==> src/logic/tws_pkg.sv <==
// constants for the three-wire serial port
`default_nettype none
package tws_pkg;
  localparam logic [15:0] MODE_ADDR = 16'hFF72;
  localparam logic [15:0] DATA_ADDR = 16'hFF73;
  localparam logic [7:0] MODE_RESET = 8'h00;
  localparam int EN_BIT = 7;
  localparam int RATE_HI_BIT = 5;
  localparam int RATE_LO_BIT = 4;
  localparam int ORDER_BIT = 2;
  localparam int SRC_BIT = 1;
  localparam logic [7:0] MODE_WMASK = 8'hB6;
  localparam logic [1:0] RATE_DIV4 = 2'h0;
  localparam logic [1:0] RATE_DIV8 = 2'h1;
  localparam int HALF_DIV4 = 2;
  localparam int HALF_DIV8 = 4;
  localparam int WORD_BITS = 8;
  typedef enum logic [1:0] {
    ST_IDLE = 2'b00,
    ST_LOW = 2'b01,
    ST_HIGH = 2'b10
  } tws_state_e;
endpackage : tws_pkg
`default_nettype wire

==> src/logic/tws_edge.sv <==
// edge detector for the external shift clock pin
`default_nettype none
module tws_edge (
  input wire logic MCLK,
  input wire logic RST_N,
  input wire logic din,
  output logic rise,
  output logic fall
);
  logic prev_r;
  logic prev_nxt;
  always_comb begin
    prev_nxt = din;
  end
  always_ff @(posedge MCLK or negedge RST_N) begin
    if (!RST_N) begin
      prev_r <= 1'b1;
    end else begin
      prev_r <= prev_nxt;
    end
  end
  assign rise = din & ~prev_r;
  assign fall = ~din & prev_r;
endmodule : tws_edge
`default_nettype wire

==> src/logic/tws_port.sv <==
// three-wire serial port: mode register, shift register and clocking
// How it works
// - disabled port is stopped, enabled does transfers
// - eight bit words over clock, out, in
// - each clock shifts one out, one in
// - order bit: 0 msb first, 1 lsb
// - source bit: 0 external pin, 1 internal
// - rate 00 divides by 4, 01 by 8
// - bit 7 enables the port
// - eight bit shift register, byte access only
// - shift register has no reset value
// - input pin is sampled on every transfer, never free as gpio
`default_nettype none
module tws_port (
  input wire logic MCLK,
  input wire logic RST_N,
  input wire logic [15:0] ADDR,
  input wire logic [7:0] WDATA,
  input wire logic WR,
  input wire logic RD,
  output logic [7:0] RDATA,
  input wire logic SCK_IN,
  output logic SCK_OUT,
  output logic SCK_OE,
  input wire logic SI_IN,
  output logic SO_OUT,
  output logic SO_OE,
  output logic DONE_IRQ,
  output logic BUSY
);
  logic [7:0] mode_r, mode_nxt;
  logic [7:0] shreg_r, shreg_nxt;
  logic [3:0] bits_r, bits_nxt;
  logic [2:0] div_r, div_nxt;
  logic sck_r, sck_nxt;
  logic so_r, so_nxt;
  logic in_bit_r, in_bit_nxt;
  logic irq_r, irq_nxt;
  logic [7:0] rdata_r, rdata_nxt;
  tws_pkg::tws_state_e st_r, st_nxt;
  logic ext_rise, ext_fall;
  logic en, lsb, src_int, rate_ok, shift_ev, sample_ev;
  logic [2:0] half;

  tws_edge u_edge (
    .MCLK(MCLK),
    .RST_N(RST_N),
    .din(SCK_IN),
    .rise(ext_rise),
    .fall(ext_fall)
  );

  assign en = mode_r[tws_pkg::EN_BIT];
  assign lsb = mode_r[tws_pkg::ORDER_BIT];
  assign src_int = mode_r[tws_pkg::SRC_BIT];
  // prohibited rate codes leave the internal clock still
  assign rate_ok = (mode_r[5:4] == tws_pkg::RATE_DIV4) ||
    (mode_r[5:4] == tws_pkg::RATE_DIV8);
  assign half = (mode_r[5:4] == tws_pkg::RATE_DIV4) ? 3'(tws_pkg::HALF_DIV4) :
    3'(tws_pkg::HALF_DIV8);

  // internal clock state machine and edge events
  always_comb begin
    st_nxt = st_r;
    div_nxt = div_r;
    sck_nxt = 1'b1;
    shift_ev = 1'b0;
    sample_ev = 1'b0;
    if (!en || bits_r == 4'h0) begin
      st_nxt = tws_pkg::ST_IDLE;
      div_nxt = 3'h0;
    end else if (src_int) begin
      sck_nxt = sck_r;
      case (st_r)
        tws_pkg::ST_IDLE: begin
          if (rate_ok) begin
            st_nxt = tws_pkg::ST_LOW;
            sck_nxt = 1'b0;
            shift_ev = bits_r != 4'(tws_pkg::WORD_BITS);
            div_nxt = 3'h1;
          end
        end
        tws_pkg::ST_LOW: begin
          if (div_r == half) begin
            st_nxt = tws_pkg::ST_HIGH;
            sck_nxt = 1'b1;
            sample_ev = 1'b1;
            div_nxt = 3'h1;
          end else begin
            div_nxt = div_r + 3'h1;
          end
        end
        tws_pkg::ST_HIGH: begin
          // idle state supplies the last high cycle, so the period is two halves
          if (div_r == half - 3'h1) begin
            st_nxt = tws_pkg::ST_IDLE;
            div_nxt = 3'h0;
          end else begin
            div_nxt = div_r + 3'h1;
          end
        end
        default: begin
          st_nxt = tws_pkg::ST_IDLE;
        end
      endcase
    end else begin
      shift_ev = ext_fall && bits_r != 4'(tws_pkg::WORD_BITS);
      sample_ev = ext_rise;
    end
  end

  // registers, shifting and completion
  always_comb begin
    mode_nxt = mode_r;
    shreg_nxt = shreg_r;
    bits_nxt = bits_r;
    so_nxt = so_r;
    in_bit_nxt = in_bit_r;
    irq_nxt = 1'b0;
    rdata_nxt = 8'h00;
    if (RD) begin
      if (ADDR == tws_pkg::MODE_ADDR) begin
        rdata_nxt = mode_r;
      end else if (ADDR == tws_pkg::DATA_ADDR) begin
        rdata_nxt = shreg_r;
      end
    end
    if (shift_ev) begin
      so_nxt = lsb ? shreg_r[0] : shreg_r[7];
    end
    if (sample_ev && bits_r != 4'h0) begin
      shreg_nxt = lsb ? {SI_IN, shreg_r[7:1]} : {shreg_r[6:0], SI_IN};
      bits_nxt = bits_r - 4'h1;
      // output moves on the data write and then only on falling edges, so the far side samples a settled bit
      if (bits_r == 4'h1) begin
        irq_nxt = 1'b1;
      end
    end
    if (!en) begin
      bits_nxt = 4'h0;
    end
    if (WR && ADDR == tws_pkg::MODE_ADDR) begin
      mode_nxt = WDATA & tws_pkg::MODE_WMASK;
    end else if (WR && ADDR == tws_pkg::DATA_ADDR) begin
      shreg_nxt = WDATA;
      if (en) begin
        bits_nxt = 4'(tws_pkg::WORD_BITS);
        so_nxt = lsb ? WDATA[0] : WDATA[7];
      end
    end
  end

  always_ff @(posedge MCLK or negedge RST_N) begin
    if (!RST_N) begin
      mode_r <= tws_pkg::MODE_RESET;
      bits_r <= 4'h0;
      div_r <= 3'h0;
      sck_r <= 1'b1;
      so_r <= 1'b0;
      in_bit_r <= 1'b0;
      irq_r <= 1'b0;
      rdata_r <= 8'h00;
      st_r <= tws_pkg::ST_IDLE;
    end else begin
      mode_r <= mode_nxt;
      bits_r <= bits_nxt;
      div_r <= div_nxt;
      sck_r <= sck_nxt;
      so_r <= so_nxt;
      in_bit_r <= in_bit_nxt;
      irq_r <= irq_nxt;
      rdata_r <= rdata_nxt;
      st_r <= st_nxt;
    end
  end

  // shift register is left without reset
  always_ff @(posedge MCLK) begin
    shreg_r <= shreg_nxt;
  end

  assign RDATA = rdata_r;
  assign SCK_OUT = sck_r;
  assign SCK_OE = en & src_int;
  assign SO_OUT = so_r;
  assign SO_OE = en;
  assign DONE_IRQ = irq_r;
  assign BUSY = bits_r != 4'h0;
endmodule : tws_port
`default_nettype wire

==> config.mk <==
export PLATFORM = sky130hd
export DESIGN_NAME = tws_port
export DESIGN_NICKNAME = d
export VERILOG_FILES = /design/src/logic/tws_pkg.sv /design/src/logic/tws_edge.sv /design/src/logic/tws_port.sv
export SDC_FILE = /design/constraint.sdc
export NUM_CORES = 1
export LEC_CHECK = 0
export BUFFER_PORTS_ARGS = -buffer_cell sky130_fd_sc_hd__buf_2
export CAP_MARGIN = 20
export CORE_ASPECT_RATIO = 1.25
export CORE_MARGIN = 5
export CORE_UTILIZATION = 35
export CTS_BUF_LIST = sky130_fd_sc_hd__clkbuf_4
export DETAILED_ROUTE_END_ITERATION = 12
export HOLD_SLACK_MARGIN = 0.08
export PLACE_DENSITY = 0.57
export REMOVE_ABC_BUFFERS = 1
export SLEW_MARGIN = 20
export SYNTH_ARGS = -nofsm -noshare
export SYNTH_HDL_FRONTEND = slang
export SYNTH_SLANG_ARGS = --single-unit
==> constraint.sdc <==
create_clock -name MCLK -period 4.4 [get_ports MCLK]
set_clock_uncertainty 0.2 [all_clocks]
set_input_delay 0.66 -clock MCLK [delete_from_list [all_inputs] [get_ports MCLK]]
set_output_delay 0.66 -clock MCLK [all_outputs]
set_load 0.1 [all_outputs]
==> results.md <==
- Placed cells: 305
- Largest net degree at the start of global routing: 27
- Min cycle time layout: 2590 ps
- Crit start category: flop
- Area of the die: 7220 um2
- Reg-to-reg critical path endpoint: div_r[2]$_DFFE_PN0P_
- Vias/cell: 5.60
- CTS Sinks: 34
- Crit path max fanout: 4
- Logic pwr share: 0.048
- Max_cap viols: 0
- Measured slew at the worst slew-check pin: 830 ps
- Post-synthesis mux area share: 0.100
- Yosys top cell area share: 0.306
- Final Max Slew Viols: 0
- Starting Density: 0.361
- # resized after CTS: 0
- Total Wirelength: 4990 um
- Total power draw: 643 uW
- Post-synth EDFFs: 0
- Global-route wire length before repair: 8510 um
- Mapped Area: 1960 um2
- Syn-to-layout area delta: 18.0%
- Top post-synthesis cells by area: dfrtp_1, dfxtp_1, mux2_2
- Die Wd: 77.0 um
- Relative slew slack: 0.443
- Pwr dens: 277 nW/um2
- Clk slew on worst S/H paths: 120 ps
- R2R Setup Slk: 1920 ps
- Setup TNS: 0 ps
- Post-CTS setup buffers: 0
- CTS hold repair buffers: 0
- Xor-xnor portion of the synthesized cell area: 0
- Synth Register Bits: 34
- Core footprint: 5440 um2
- Vias in the first global route: 1764
- Maximum VDD drop: 111 uV
- Crit path cell chain: inv_1, ha_1, or3b_1, buf_2
- Sequential power share: 0.486
- Worst setup path endpoint: BUSY
- Routed vias: 1754
- Switching Fraction: 0.218
- Hold/Removal Path Class: in -> async
- Largest family of logic cells by synthesized area: simple AND/OR/NAND/NOR gates
- Setup Viol. Count Final: 0
- Clock group share of total power: 0.466
- NumNets Final: 284
- Reg2reg path depth: 7
- Final worst path period share: 0.588
- Post-synthesis simple-gate area fraction: 0.245
- Non-filler instance count after layout: 313
- YS warnings: 0
- Post-synthesis sequential area ratio: 0.414
- Deepest clock path buffer count: 2
- Mean Syn Cell Area: 9.44 um2
- RR Startpoint: bits_r[0]$_DFF_PN0_
- Psw: 140 uW
- Fillcell total: 532
- GR Util All Layers: 0.145
- Outcome: finished, final reports clean
- GPL Wtd Cong: 0.830
- Commonest cells post-synth: dfrtp_1, nand2_1, nand4_1
- Ant. Diodes: 0
- Hold Vio Cnt, Final: 0
- Data required time at the worst endpoint: 3540 ps
- Fmax: 386 MHz
- Detailed Route Iter0 Violations: 99
- Critical path class: reg -> out
- Die Y-Extent: 93.8 um
- Largest area contributor in the netlist: dfrtp_1
- Core Util, Final: 0.426
- CP top delay family: flip-flops
- RSZ-0062 raised after global routing: no
- Cell Int Power: 503 uW
- Syn Inst Count: 208
- Area share of fa/ha/maj cells after synthesis: 0.0382
- Crit path DAT: 1730 ps
- First-pass detailed-route iteration total: 4
- Routed len/inst: 15.9 um
- WP buf/inv: 2
- Root Buffer: clkbuf_4
- Distinct cell type count after synthesis: 44
- CTS tree: yes
- Fraction of registers with async set/reset: 0.765
- DRT antenna net count: 0
- H-tree levels: 2
- DRC Markers: 0
- Share of layout cells above drive strength 1: 0.269
- Post-detail-place hpwl: 3620 um
- Slowest Stage Delay on Critical Path: 420 ps
- Stages on the worst setup path: 4
- Prevailing post-synth register cell: dfrtp_1
- P_leak: 0.00102 uW
- CP endpoint kind: output port
- GRT Residual Overflow: 0
- Clock latency on the worst-skew pair: 350 ps
- Port bufs: 43
- Worst Setup SP: bits_r[0]$_DFF_PN0_
- Total CTS buffers: 5
- CP max-delay cell: dfrtp_1
- Core Rows: 30
- Initial antenna violation count: 0
- IO Count: 44
- Compound-Gate Fraction of Synth Area: 0.161
-- layout by cell type (no fill, tap or decap), types with 6 or more instances in the layout --
| cell type | n |
|---|---|
| nand2_1 | 24 |
| nand4_1 | 15 |
| a21oi_1 | 6 |
| ha_1 | 6 |
| nand3_1 | 11 |
| buf_2 | 43 |
| o211ai_1 | 8 |
| inv_1 | 9 |
| dfxtp_1 | 8 |
| nor2b_1 | 7 |
| and2_1 | 6 |
| mux2_2 | 11 |
| o21ai_0 | 9 |
| dfrtp_1 | 24 |
-- flip-flops by register name, indices dropped and copies added (netlist names) --
register / count
u_edge.prev_r: 1
SCK_OUT: 1
bits_r: 4
mode_r: 5
shreg_r: 8
div_r: 3
SO_OUT: 1
st_r: 2
DONE_IRQ: 1
RDATA: 8
-- worst min-delay path by stage --
stage          cells past startpoint                 end  slack (ps)               start
2_1_floorplan                      0  DONE_IRQ$_DFF_PN0_         160               RST_N
3_3_place_gp                       1  RDATA[3]$_DFF_PN0_         310  shreg_r[3]$_DFF_P_
3_5_place_dp                       1  RDATA[3]$_DFF_PN0_         310  shreg_r[3]$_DFF_P_
4_1_cts                            1  DONE_IRQ$_DFF_PN0_         110               RST_N
5_1_grt                            1  DONE_IRQ$_DFF_PN0_         140               RST_N
6_report                           1  DONE_IRQ$_DFF_PN0_         100               RST_N
-- cells by family after synthesis --
logic type,Yosys count
AO/OA/AOI/OAI,45
adder cells (fa/ha/maj),6
buffers and inverters,19
flip-flops,34
multiplexers,18
AND/OR/NAND/NOR,86
-- metrics by stage --
step	hold slack (ps)	area [um2]	setup slack (ps)
2_1_floorplan	164	1920	1550
5_1_grt	138	2320	1680
4_1_cts	114	2320	1780
3_5_place_dp	308	2210	1580
3_3_place_gp	307	2210	1630
6_report	98.1	2320	1810
-- layer usage --
metal / wire length [um] / global-route usage / share of wire
met5: 0 / 0 / 0
met4: 89 / 0.0645 / 0.018
met3: 245 / 0.0336 / 0.049
met2: 2410 / 0.240 / 0.48
met1: 2240 / 0.180 / 0.45
-- area by class of cell --
| type | count | area (um2) | area share |
|---|---|---|---|
| Multi-Input combinational cell | 155 | 1070 | 0.461 |
| Clock inverter | 3 | 68.8 | 0.0297 |
| Clock buffer | 5 | 37.5 | 0.0162 |
| Sequential cell | 34 | 813 | 0.351 |
| Timing Repair Buffer | 43 | 215 | 0.0929 |
| Tap cell | 64 | 80.1 | 0.0346 |
| Inverter | 9 | 33.8 | 0.0146 |
-- power by group through the flow --
stage | logic (uW) | clock network [uW] | registers (uW)
floorplan | 7.40 | 0 | 319
global placement | 31.1 | 0 | 319
detailed placement | 31.4 | 0 | 319
CTS | 31.4 | 305 | 313
global route | 35.0 | 322 | 313
finish | 30.8 | 299 | 313
(Power assumes the default switching activity.)
